**src/design/wdo_map.vh**
```
`ifndef WDO_MAP_VH
`define WDO_MAP_VH
// register word indices (printed offsets are not all multiples of four,
// so the printed value is an index and the byte address is four times it)
`define WDO_IDX_PERIOD_WINDOW   16'hFFDB
`define WDO_IDX_POWER_UP        16'hFFFF
`define WDO_IDX_REFRESH         16'h0100
`define WDO_IDX_START           16'h0101
`define WDO_IDX_CONTROL         16'h0102
`define WDO_IDX_STATUS          16'h0103
`define WDO_IDX_ERASE           16'h0104
`define WDO_ADDR_W              18
// option reset (erased) value
`define WDO_OPT_ERASED          8'hFF
// power-up option field positions
`define WDO_PU_AUTOSTART_DIS    0
`define WDO_PU_CODE_PROT_DIS    2
`define WDO_PU_CODE_PROT_SEL    3
`define WDO_PU_LEVEL_LO         4
`define WDO_PU_LEVEL_HI         5
`define WDO_PU_DETECT_START     6
`define WDO_PU_SRC_PROT_INIT    7
// period/window option field positions
`define WDO_PW_PERIOD_LO        0
`define WDO_PW_PERIOD_HI        1
`define WDO_PW_WINDOW_LO        2
`define WDO_PW_WINDOW_HI        3
// initial counts
`define WDO_CNT_P0              14'h03FF
`define WDO_CNT_P1              14'h0FFF
`define WDO_CNT_P2              14'h1FFF
`define WDO_CNT_P3              14'h3FFF
// refresh key bytes
`define WDO_KEY_FIRST           8'h00
`define WDO_KEY_SECOND          8'hFF
// control register bit positions
`define WDO_CTL_RESET_SEL       0
// erase command bits
`define WDO_ERASE_POWER_UP      0
`define WDO_ERASE_PERIOD_WIN    1
// prescaler ratio
`define WDO_PRESCALE            16
// axi responses
`define WDO_RESP_OKAY           2'h0
`define WDO_RESP_SLVERR         2'h2
`endif

```
**src/design/wdo_window_judge.v**
```verilog
`include "wdo_map.vh"

// judges a refresh against the acknowledgement window
module wdo_window_judge #(
  parameter CNT_W = 14
) (
  input  wire [CNT_W-1:0] countVal,   // current down count
  input  wire [CNT_W-1:0] initVal,    // configured initial count
  input  wire [1:0]       windowSel,  // window field
  output reg              inWindow    // high while a refresh is accepted
);

  reg [CNT_W+1:0] limit;

  ////////////////////////////////////////////////////////////////////////
  // the window is the last part of the period before underflow, so the
  // remaining count must be at or below the chosen fraction of the start
  always @*
  begin
    limit = {2'b00, initVal};
    case (windowSel)
      2'b00: limit = {2'b00, initVal} >> 2;
      2'b01: limit = {2'b00, initVal} >> 1;
      2'b10: limit = ({2'b00, initVal} + {1'b0, initVal, 1'b0}) >> 2;
      default: limit = {2'b00, initVal};
    endcase
    inWindow = ({2'b00, countVal} <= limit);
  end

endmodule

```
**src/design/wdo_watchdog_option.v**
```verilog
`include "wdo_map.vh"

module wdo_watchdog_option #(
  parameter CNT_W    = 14,
  parameter PRESCALE = `WDO_PRESCALE
) (
  input  wire        core_clk,         // system clock, 10 MHz
  input  wire        rst,              // synchronous reset, active high
  input  wire [17:0] s_axi_awaddr,     // write address
  input  wire        s_axi_awvalid,    // write address valid
  output wire        s_axi_awready,    // write address ready
  input  wire [31:0] s_axi_wdata,      // write data
  input  wire [3:0]  s_axi_wstrb,      // write byte strobes
  input  wire        s_axi_wvalid,     // write data valid
  output wire        s_axi_wready,     // write data ready
  output reg  [1:0]  s_axi_bresp,      // write response
  output reg         s_axi_bvalid,     // write response valid
  input  wire        s_axi_bready,     // write response ready
  input  wire [17:0] s_axi_araddr,     // read address
  input  wire        s_axi_arvalid,    // read address valid
  output wire        s_axi_arready,    // read address ready
  output reg  [31:0] s_axi_rdata,      // read data
  output reg  [1:0]  s_axi_rresp,      // read response
  output reg         s_axi_rvalid,     // read data valid
  input  wire        s_axi_rready,     // read data ready
  output reg         srcProtectEn,     // count source protection after reset
  output reg         codeProtectEn,    // rom code protection active
  output reg  [1:0]  detectLevel,      // threshold code, 0=3.80V..3=1.90V
  output reg         monitorResetEn,   // voltage monitor 0 reset enabled
  output reg         powerOnResetEn,   // power-on reset uses same level
  output reg         wdtIrq,           // one-cycle watchdog interrupt
  output reg         wdtReset          // one-cycle watchdog reset request
);

  // flash-held bytes start erased and survive rst, so that what software
  // programmed is what the next reset decodes; only an erase clears them
  reg  [7:0]       powerUp_ff   = `WDO_OPT_ERASED; // power-up option
  reg  [7:0]       periodWin_ff = `WDO_OPT_ERASED; // period/window option
  reg              puWritten_ff = 1'b0;            // one-time-program guards
  reg              pwWritten_ff = 1'b0;
  reg              resetSel_ff;
  reg              running_ff;
  reg              keyArmed_ff;
  reg              badWrite_ff;     // sticky incorrect-write seen
  reg              underflow_ff;    // sticky underflow seen
  reg  [CNT_W-1:0] count_ff;
  reg  [7:0]       presc_ff;
  reg              optLoad_ff;      // options sampled after reset release
  reg  [17:0]      awAddr_ff;
  reg  [31:0]      wData_ff;
  reg  [3:0]       wStrb_ff;
  reg              awHave_ff;
  reg              wHave_ff;
  reg  [CNT_W-1:0] initVal;
  wire             inWindow;
  wire             doWrite;
  wire             tick;
  wire [15:0]      wIdx;
  wire [15:0]      rIdx;
  reg              wrRefresh;
  reg              refreshOk;
  reg              refreshBad;
  reg              uflow;

  ////////////////////////////////////////////////////////////////////////
  // write channels are taken independently and held until both arrive
  assign s_axi_awready = ~awHave_ff & ~s_axi_bvalid;
  assign s_axi_wready  = ~wHave_ff & ~s_axi_bvalid;
  assign s_axi_arready = ~s_axi_rvalid;
  assign doWrite       = awHave_ff & wHave_ff & ~s_axi_bvalid;
  assign wIdx          = awAddr_ff[17:2];
  assign rIdx          = s_axi_araddr[17:2];

  always @(posedge core_clk)
  begin
    if (rst)
    begin
      awHave_ff <= 1'b0;
      wHave_ff  <= 1'b0;
      awAddr_ff <= 18'h00000;
      wData_ff  <= 32'h00000000;
      wStrb_ff  <= 4'h0;
    end
    else
    begin
      if (s_axi_awvalid && s_axi_awready)
      begin
        awHave_ff <= 1'b1;
        awAddr_ff <= s_axi_awaddr;
      end
      else if (doWrite)
        awHave_ff <= 1'b0;
      if (s_axi_wvalid && s_axi_wready)
      begin
        wHave_ff <= 1'b1;
        wData_ff <= s_axi_wdata;
        wStrb_ff <= s_axi_wstrb;
      end
      else if (doWrite)
        wHave_ff <= 1'b0;
    end
  end

  ////////////////////////////////////////////////////////////////////////
  // write decode and response; only the low byte lane carries data
  always @(posedge core_clk)
  begin
    if (rst)
    begin
      s_axi_bvalid <= 1'b0;
      s_axi_bresp  <= `WDO_RESP_OKAY;
      // option bytes are left alone here: clearing them would lose the
      // program before the decode that follows reset could see it
      resetSel_ff  <= 1'b0;
    end
    else
    begin
      if (s_axi_bvalid && s_axi_bready)
        s_axi_bvalid <= 1'b0;
      if (doWrite)
      begin
        s_axi_bvalid <= 1'b1;
        s_axi_bresp  <= `WDO_RESP_OKAY;
        if (wIdx == `WDO_IDX_POWER_UP)
        begin
          if (wStrb_ff[0] && !puWritten_ff)
          begin
            powerUp_ff   <= wData_ff[7:0];
            puWritten_ff <= 1'b1;
          end
        end
        else if (wIdx == `WDO_IDX_PERIOD_WINDOW)
        begin
          if (wStrb_ff[0] && !pwWritten_ff)
          begin
            periodWin_ff <= wData_ff[7:0];
            pwWritten_ff <= 1'b1;
          end
        end
        else if (wIdx == `WDO_IDX_CONTROL)
        begin
          // reset select can only be set, never cleared by software
          if (wStrb_ff[0] && wData_ff[`WDO_CTL_RESET_SEL])
            resetSel_ff <= 1'b1;
        end
        else if (wIdx == `WDO_IDX_ERASE)
        begin
          if (wStrb_ff[0] && wData_ff[`WDO_ERASE_POWER_UP])
          begin
            powerUp_ff   <= `WDO_OPT_ERASED;
            puWritten_ff <= 1'b0;
          end
          if (wStrb_ff[0] && wData_ff[`WDO_ERASE_PERIOD_WIN])
          begin
            periodWin_ff <= `WDO_OPT_ERASED;
            pwWritten_ff <= 1'b0;
          end
        end
        else if (wIdx != `WDO_IDX_REFRESH && wIdx != `WDO_IDX_START)
          s_axi_bresp <= `WDO_RESP_SLVERR;
      end
    end
  end

  ////////////////////////////////////////////////////////////////////////
  // read path answers one cycle after the address is taken
  always @(posedge core_clk)
  begin
    if (rst)
    begin
      s_axi_rvalid <= 1'b0;
      s_axi_rdata  <= 32'h00000000;
      s_axi_rresp  <= `WDO_RESP_OKAY;
    end
    else
    begin
      if (s_axi_rvalid && s_axi_rready)
        s_axi_rvalid <= 1'b0;
      if (s_axi_arvalid && s_axi_arready)
      begin
        s_axi_rvalid <= 1'b1;
        s_axi_rresp  <= `WDO_RESP_OKAY;
        if (rIdx == `WDO_IDX_POWER_UP)
          s_axi_rdata <= {24'h000000, powerUp_ff};
        else if (rIdx == `WDO_IDX_PERIOD_WINDOW)
          s_axi_rdata <= {24'h000000, periodWin_ff};
        else if (rIdx == `WDO_IDX_CONTROL)
          s_axi_rdata <= {31'h00000000, resetSel_ff};
        else if (rIdx == `WDO_IDX_STATUS)
          s_axi_rdata <= {4'h0, underflow_ff, badWrite_ff, keyArmed_ff,
                          running_ff, {(24-CNT_W){1'b0}}, count_ff};
        else if (rIdx == `WDO_IDX_REFRESH || rIdx == `WDO_IDX_START ||
                 rIdx == `WDO_IDX_ERASE)
          s_axi_rdata <= 32'h00000000;
        else
        begin
          s_axi_rdata <= 32'h00000000;
          s_axi_rresp <= `WDO_RESP_SLVERR;
        end
      end
    end
  end

  ////////////////////////////////////////////////////////////////////////
  // power-up option decode, refreshed one cycle after reset release; the period and window decode is combinational and always live
  // period field to initial count
  always @*
  begin
    case ({periodWin_ff[`WDO_PW_PERIOD_HI], periodWin_ff[`WDO_PW_PERIOD_LO]})
      2'b00:   initVal = `WDO_CNT_P0;
      2'b01:   initVal = `WDO_CNT_P1;
      2'b10:   initVal = `WDO_CNT_P2;
      default: initVal = `WDO_CNT_P3;
    endcase
  end

  always @(posedge core_clk)
  begin
    if (rst)
    begin
      optLoad_ff     <= 1'b1;
      srcProtectEn   <= 1'b0;
      codeProtectEn  <= 1'b0;
      detectLevel    <= 2'b00;
      monitorResetEn <= 1'b0;
      powerOnResetEn <= 1'b0;
    end
    else if (optLoad_ff)
    begin
      // settings are caught once, after reset, as the device boots
      optLoad_ff     <= 1'b0;
      srcProtectEn   <= ~powerUp_ff[`WDO_PU_SRC_PROT_INIT];
      codeProtectEn  <= powerUp_ff[`WDO_PU_CODE_PROT_DIS] &
                        ~powerUp_ff[`WDO_PU_CODE_PROT_SEL];
      detectLevel    <= {powerUp_ff[`WDO_PU_LEVEL_HI],
                         powerUp_ff[`WDO_PU_LEVEL_LO]};
      monitorResetEn <= ~powerUp_ff[`WDO_PU_DETECT_START];
      // power-on reset shares the level and enable
      powerOnResetEn <= ~powerUp_ff[`WDO_PU_DETECT_START];
    end
  end

  ////////////////////////////////////////////////////////////////////////
  // prescaler tick; counting only, the count source itself is abstract
  assign tick = running_ff && (presc_ff == PRESCALE - 1);

  wdo_window_judge #(
    .CNT_W     (CNT_W)
  ) u_judge (
    .countVal  (count_ff),
    .initVal   (initVal),
    .windowSel ({periodWin_ff[`WDO_PW_WINDOW_HI],
                 periodWin_ff[`WDO_PW_WINDOW_LO]}),
    .inWindow  (inWindow)
  );

  // refresh key decode
  always @*
  begin
    wrRefresh  = doWrite && (wIdx == `WDO_IDX_REFRESH) && wStrb_ff[0];
    refreshOk  = wrRefresh && running_ff && keyArmed_ff &&
                 (wData_ff[7:0] == `WDO_KEY_SECOND) && inWindow;
    refreshBad = wrRefresh && running_ff && keyArmed_ff &&
                 (wData_ff[7:0] == `WDO_KEY_SECOND) && !inWindow;
    uflow      = tick && (count_ff == {CNT_W{1'b0}});
  end

  ////////////////////////////////////////////////////////////////////////
  // down counter, start control and fault reporting
  always @(posedge core_clk)
  begin
    if (rst)
    begin
      running_ff   <= 1'b0;
      optLoad2Run;
    end
    else
    begin
      if (optLoad_ff)
        // auto start when bit is zero
        running_ff <= ~powerUp_ff[`WDO_PU_AUTOSTART_DIS];
      else if (doWrite && wIdx == `WDO_IDX_START)
        running_ff <= 1'b1;
      if (running_ff)
        presc_ff <= tick ? 8'h00 : presc_ff + 8'h01;
      if (wrRefresh && running_ff)
        keyArmed_ff <= (wData_ff[7:0] == `WDO_KEY_FIRST);
      if (optLoad_ff || refreshOk || refreshBad || uflow)
        count_ff <= initVal;
      else if (tick)
        count_ff <= count_ff - {{(CNT_W-1){1'b0}}, 1'b1};
      // sticky flags; set wins, cleared only by reset
      if (refreshBad)
        badWrite_ff <= 1'b1;
      if (uflow)
        underflow_ff <= 1'b1;
      wdtIrq   <= (refreshBad | uflow) & ~resetSel_ff;
      wdtReset <= (refreshBad | uflow) & resetSel_ff;
    end
  end

  task optLoad2Run;
  begin
    presc_ff     <= 8'h00;
    keyArmed_ff  <= 1'b0;
    badWrite_ff  <= 1'b0;
    underflow_ff <= 1'b0;
    count_ff     <= `WDO_CNT_P3;
    wdtIrq       <= 1'b0;
    wdtReset     <= 1'b0;
  end
  endtask

endmodule

```
**config.mk**
```make
export PLATFORM = sky130hd
export DESIGN_NAME = wdo_watchdog_option
export DESIGN_NICKNAME = d
export VERILOG_FILES = /design/src/design/wdo_window_judge.v /design/src/design/wdo_watchdog_option.v
export VERILOG_INCLUDE_DIRS = /design/src /design/src/design
export SDC_FILE = /design/constraint.sdc
export NUM_CORES = 1
export LEC_CHECK = 0
export ABC_AREA = 0
export BUFFER_PORTS_ARGS = -buffer_cell sky130_fd_sc_hd__buf_2
export CAP_MARGIN = 20
export CORE_MARGIN = 3
export CORE_UTILIZATION = 30
export DETAILED_ROUTE_END_ITERATION = 12
export GPL_ROUTABILITY_DRIVEN = 0
export PLACE_DENSITY = 0.61
export SKIP_CTS_REPAIR_TIMING = 1
export SLEW_MARGIN = 20
export SYNTH_ARGS = -nofsm -noshare
export SYNTH_HDL_FRONTEND = slang
export SYNTH_SLANG_ARGS = --single-unit
```
**constraint.sdc**
```tcl
create_clock -name core_clk -period 2.5 [get_ports core_clk]
set_input_delay 0.125 -clock core_clk [delete_from_list [all_inputs] [get_ports core_clk]]
set_output_delay 0.125 -clock core_clk [all_outputs]
set_load 0.02 [all_outputs]
```
Word level (Yosys, flattened, before mapping):

Index checks and enable logic that the tools add are counted.

* $add $sub $neg: 3
* multiply operators: 0
* div/mod/pow operators: 0
* $lt $le $gt $ge: 1
* equal/unequal tests: 26
* shift-type cells: 0
* mux-type cells: 51
* bitwise logic cells: 20
* reduce and logical (&&, ||, !) cells: 45

Operators with widths (count)
* equality test 16 x 9 -> 1 bit (second input constant): 9
* 2-to-1 mux 28 bit: 4
* 2-to-1 mux 8 bit: 12
* case mux 14 bit (3 select lines): 2
* equality test 16 bit (second input constant): 4
* inequality test 16 x 9 -> 1 bit (second input constant): 2
* 2-to-1 mux 14 bit: 2
* 2-to-1 mux 1 bit: 21
* logical AND 1 bit: 20
* 2-to-1 mux 2 bit: 10
* nonzero test 2 bit: 10
* adder 14 x 15 -> 16 bit: 1
* <= comparator 14 x 16 -> 1 bit: 1
* zero test 14 bit: 1
* AND reduction 7 bit: 2
* subtractor 14 x 1 -> 14 bit (second input constant): 1
* inverter 1 bit: 12
* adder 8 x 1 -> 8 bit (second input constant): 1
* equality test 8 x 4 -> 1 bit (second input constant): 1
* equality test 8 bit (second input constant): 1
* zero test 8 bit: 1
* AND 1 bit: 7
* inequality test 2 bit (second input constant): 3
* logical OR 1 bit: 5
* 7 further kinds: 13

* bits in registers: 120
* latch bits: 0
* memory bits (writable): 0
* memory bits (read-only): 0
* bits of input ports: 79
* word-level logic and storage cells: 174
* memories kept: 0

Logic depth before layout (Yosys ltp):

* depth in word-level cells: 12
* mapped depth: 9
* depth with buffers taken out: 8

Modules after synthesis:

From an unflattened synthesis, not the netlist that was laid out.

* cell total of the unflattened synthesis: 701
* area, all modules: 5905.7 um^2

By module, submodules not included
* wdo_watchdog_option: instances 1, cells each 533, area an instance 4600.7 um^2
* wdo_window_judge: instances 1, cells each 168, area an instance 1305.0 um^2

Worst setup path after synthesis:

OpenSTA, ideal clock, no wires.

* path kind: register to register
* start point: register awAddr_ff[3]
* end point: register periodWin_ff[0] (enable)
* setup time: 0.403 ns
* arrival: 2.157 ns
* path slack: -0.059 ns
* cell stages (with the launch flop): 6
* buffers on the path: 0
* period minus slack after synthesis: 2.559 ns
* cells stage by stage: dfxtp_1 -> nand4_1 -> nor4_1 -> nand2_1 -> o22ai_1 -> nor4b_1

* longest elaborated chain between the ends: 3
* elaborated cells between the ends (all ways): 10

RTL lines
* from (decl): RTL line wdo_watchdog_option.v:49 `reg [17:0] awAddr_ff;`
* from (signal assigned): RTL line wdo_watchdog_option.v:89 `awAddr_ff <= s_axi_awaddr;`
* equality test 16 bit (no line) / equality test 16 x 9 -> 1 bit (equally long branches)
* inequality test 2 x 1 -> 1 bit (no line) (tied with other cells)
* AND reduction 7 bit (no line) (*)
* to (signal assigned): RTL line wdo_watchdog_option.v:136 `periodWin_ff <= wData_ff[7:0];`
* to (signal assigned): RTL line wdo_watchdog_option.v:155 `` periodWin_ff <= `WDO_OPT_ERASED; ``
* to (decl): RTL line wdo_watchdog_option.v:38 `` reg [7:0] periodWin_ff = `WDO_OPT_ERASED; ``

Every way passes the cells marked *; elsewhere a longest branch is shown, timed or not.
A chain may end at the register's enable or synchronous reset.

Worst setup path after layout:

* start point: register count_ff[4]
* end point: register count_ff[5]

* longest elaborated chain between the ends: 6
* elaborated cells between the ends (all ways): 13

RTL lines
* from (decl): RTL line wdo_watchdog_option.v:46 `reg [CNT_W-1:0] count_ff;`
* from (signal assigned): RTL line wdo_watchdog_option.v:289 `count_ff <= initVal;`
* from (signal assigned): RTL line wdo_watchdog_option.v:291 `count_ff <= count_ff - {{(CNT_W-1){1'b0}}, 1'b1};`
* <= comparator 14 x 16 -> 1 bit: RTL line wdo_window_judge.v:27 `inWindow = ({2'b00, countVal} <= limit);`
* logical AND 1 bit / zero test 1 bit (equally long branches): RTL line wdo_watchdog_option.v:261, wdo_watchdog_option.v:264
* logical OR 1 bit / logical AND 1 bit (equally long branches): RTL line wdo_watchdog_option.v:288, wdo_watchdog_option.v:263
* logical OR 1 bit (2 in a row): RTL line wdo_watchdog_option.v:288 `if (optLoad_ff || refreshOk || refreshBad || uflow)`
* 2-to-1 mux 14 bit / nonzero test 2 bit (equally long branches)

Several ways; a longest one is shown, not always the timed one. The select of a mux whose other input is x is not followed.

==> metrics <==
Comb pwr share 0.086; nets 696; achievable frequency 420 MHz; hold crit path type input port to flip-flop; detailed-route DRC error count 0; critical path required time 2.71 ns; setup tns final 0 ns; crit end category flip-flop; Synth Area in XOR/XNOR 0.0318; drt pass-1 iters 4; Max Transition Viols Final 0; Compound-Gate Fraction of Synth Area 0.128; chip width 131 um; WL final 11.9 mm; Layout area overhead 18.2%; Mean Syn Cell Area 8.84 um2; final hold viol count 0; num ports 128; maxcap violations 0; min Tclk post-route 2.38 ns; setup ws final 0.117 ns; sw power 829 uW; leading register cell type out of synthesis dfxtp_1; H-tree Lvls 3; CTS sink cnt 102; ant diodes 0; Vias per Instance 5.05; Synth cell types 58; final worst path period share 0.953; fin util 0.363; clock skew 0.00622 ns; Slew @ Worst Pin 0.679 ns; Post-synth ARST share 0; DR iter-0 viols 153; Net Sw Frac 0.244; port bufs 80; die area 17100 um2; Syn Inst Count 529; Worst EP arrival 2.60 ns; GRT Residual Overflow 0; post-detail-place hpwl 9.14 mm; cts bufs inserted 9; antenna violations before repair 0; synth warn 0; TritonCTS clock tree done; CORE AREA 15200 um2; fill cell count 1579; Worst-path clk slew 0.07 ns; outcome finished, final reports clean; cell area power density 616 nW/um2; EDFF count, synth 18; startpoint types flip-flop; vias in the first global route 3957; Hold Slack 0.0171 ns; post-synthesis simple-gate area fraction 0.260; post-synthesis sequential area ratio 0.475; DP Worst Slack 0.164 ns; maximum vdd ir drop 0.260 mV; largest family of logic cells by synthesized area simple AND/OR/NAND/NOR gates; Mapped Area 4680 um2; global-route wire length before repair 19.4 mm; RSZ-0062 raised after global routing false; Max clock buf depth 2; FP Rows 45; Synth Register Bits 102; Post-Synth Adder-Cell Area 0.0241; post-synthesis mux area share 0.0177; clock root buffer clkbuf_16; Chip Height 131 um; Setup violations, final 0; critical-path maximum fanout 10; Final ANT Viol Nets 0; share of cells above drive strength 1 0.217; Int Pwr 2.57 mW; vias 4036; initial core utilization 0.308; Routed wire per std cell 14.9 um; total power 3.40 mW; Setup CP Type flip-flop to flip-flop; Flop pwr share 0.516; later-pin clock latency in the skew report 0.35 ns; Leak 2.10 nW; largest net degree at the start of global routing 55; GRT Resource Usage Total 0.143; Slew headroom 0.545; Clk pwr share 0.398
## registers in the layout, summed over array words and instances, names as in the netlist, 2 cells and up
signal,flops
awAddr_ff,16
count_ff,14
detectLevel,2
periodWin_ff,8
powerUp_ff,8
presc_ff,8
s_axi_rdata,18
wData_ff,8
## worst max-delay path: stages, from the launching register on
cell and delay [ns]:
dfxtp_1 0.38, or4_4 0.58, or4_1 0.48, nor4_4 0.42, nor3_2 0.21, o311ai_0 0.17
## cell usage in the layout, fill, tap and decap left out, types with 2 or more instances in the layout
cell and n:
nand2_1 91, nor4_1 15, mux2i_1 6, a21oi_1 46, a221oi_1 6, nor2_1 28
or4_1 4, clkbuf_16 10, dfxtp_1 84, nand4_1 15, or3_1 3, nor2b_1 3
nand3b_1 2, xnor2_1 11, mux2_2 2, nor3b_1 2, a22oi_1 2, o21ai_0 20
buf_2 80, ha_1 9, nor3_1 17, o21a_1 2, o211ai_1 6, nand3_1 27
edfxtp_1 18, inv_1 9, clkinv_2 2, nand2b_1 2, conb_1 16, buf_4 15
xor2_1 6, or2_2 15, and2_1 4, a211oi_1 5
## cells by family after synthesis
kind of cell | after synthesis
compound gates | 99
xor+xnor | 17
fa+ha+maj | 9
buf+inv | 52
flops | 102
mux | 8
other cells | 1
simple gates | 241
## power by group through the flow
stage / Clock, mW / Sequential (mW) / Combinational [mW]
6_report: 1.35 / 1.76 / 0.293
5_1_grt: 1.45 / 1.76 / 0.329
4_1_cts: 1.38 / 1.76 / 0.294
3_5_place_dp: 0 / 1.79 / 0.292
3_3_place_gp: 0 / 1.79 / 0.285
2_1_floorplan: 0 / 1.79 / 0.205
## layer usage
layer	part of all wire	global-route usage	vias up
li1	-	-	2010
met5	0	0	-
met1	0.41	0.168	1883
met2	0.52	0.252	117
met3	0.039	0.0293	26
met4	0.026	0.0587	0
## cell usage after synthesis (all sizes together), types with 3 or more instances
cell type,n,share of area
nand3,27,0.029
clkbuf,20,0.016
a221oi,6,0.011
and2,4,0.0054
o211ai,6,0.0096
ha,9,0.024
a21oi,46,0.049
or4,5,0.0088
xor2,6,0.011
nand4,15,0.020
a211oi,5,0.0080
xnor2,11,0.021
buf,23,0.039
dfxtp,84,0.36
edfxtp,18,0.12
nor2b,3,0.0040
nor4,16,0.025
nor2,28,0.022
or3,4,0.0056
o21ai,20,0.021
inv,9,0.0072
or2,15,0.020
mux2i,6,0.013
nor3,18,0.020
nand2,91,0.073
## final timing paths
kind,start,endpoint,slack (ns),cells after the start
max,count_ff[4]$_SDFFE_PP1P_,count_ff[5]$_SDFFE_PP1P_,0.12,5
min,s_axi_awaddr[6],awAddr_ff[6]$_SDFFE_PP0P_,0.02,3
max reg2reg,count_ff[4]$_SDFFE_PP1P_,count_ff[5]$_SDFFE_PP1P_,0.12,5
min reg2reg,s_axi_rdata[12]$_SDFFE_PP0P_,s_axi_rdata[12]$_SDFFE_PP0P_,0.45,2
## through the flow
step                instance area (um2)  instances
floorplan                          4740        544
global placement                   5230        784
detailed placement                 5230        784
CTS                                5520        799
global route                       5530        800
finish                             5530        800
## layout make-up
type / instances / area [um2] / share of cell area
sequential: 102 / 2220 / 0.402
multi-input combinational: 390 / 2220 / 0.403
clock inverter: 3 / 18.8 / 0.00340
timing repair buffer: 96 / 523 / 0.0947
clock buffer: 12 / 268 / 0.0485
inverter: 9 / 33.8 / 0.00611
tap: 188 / 235 / 0.0426
(Power assumes the default switching activity.)
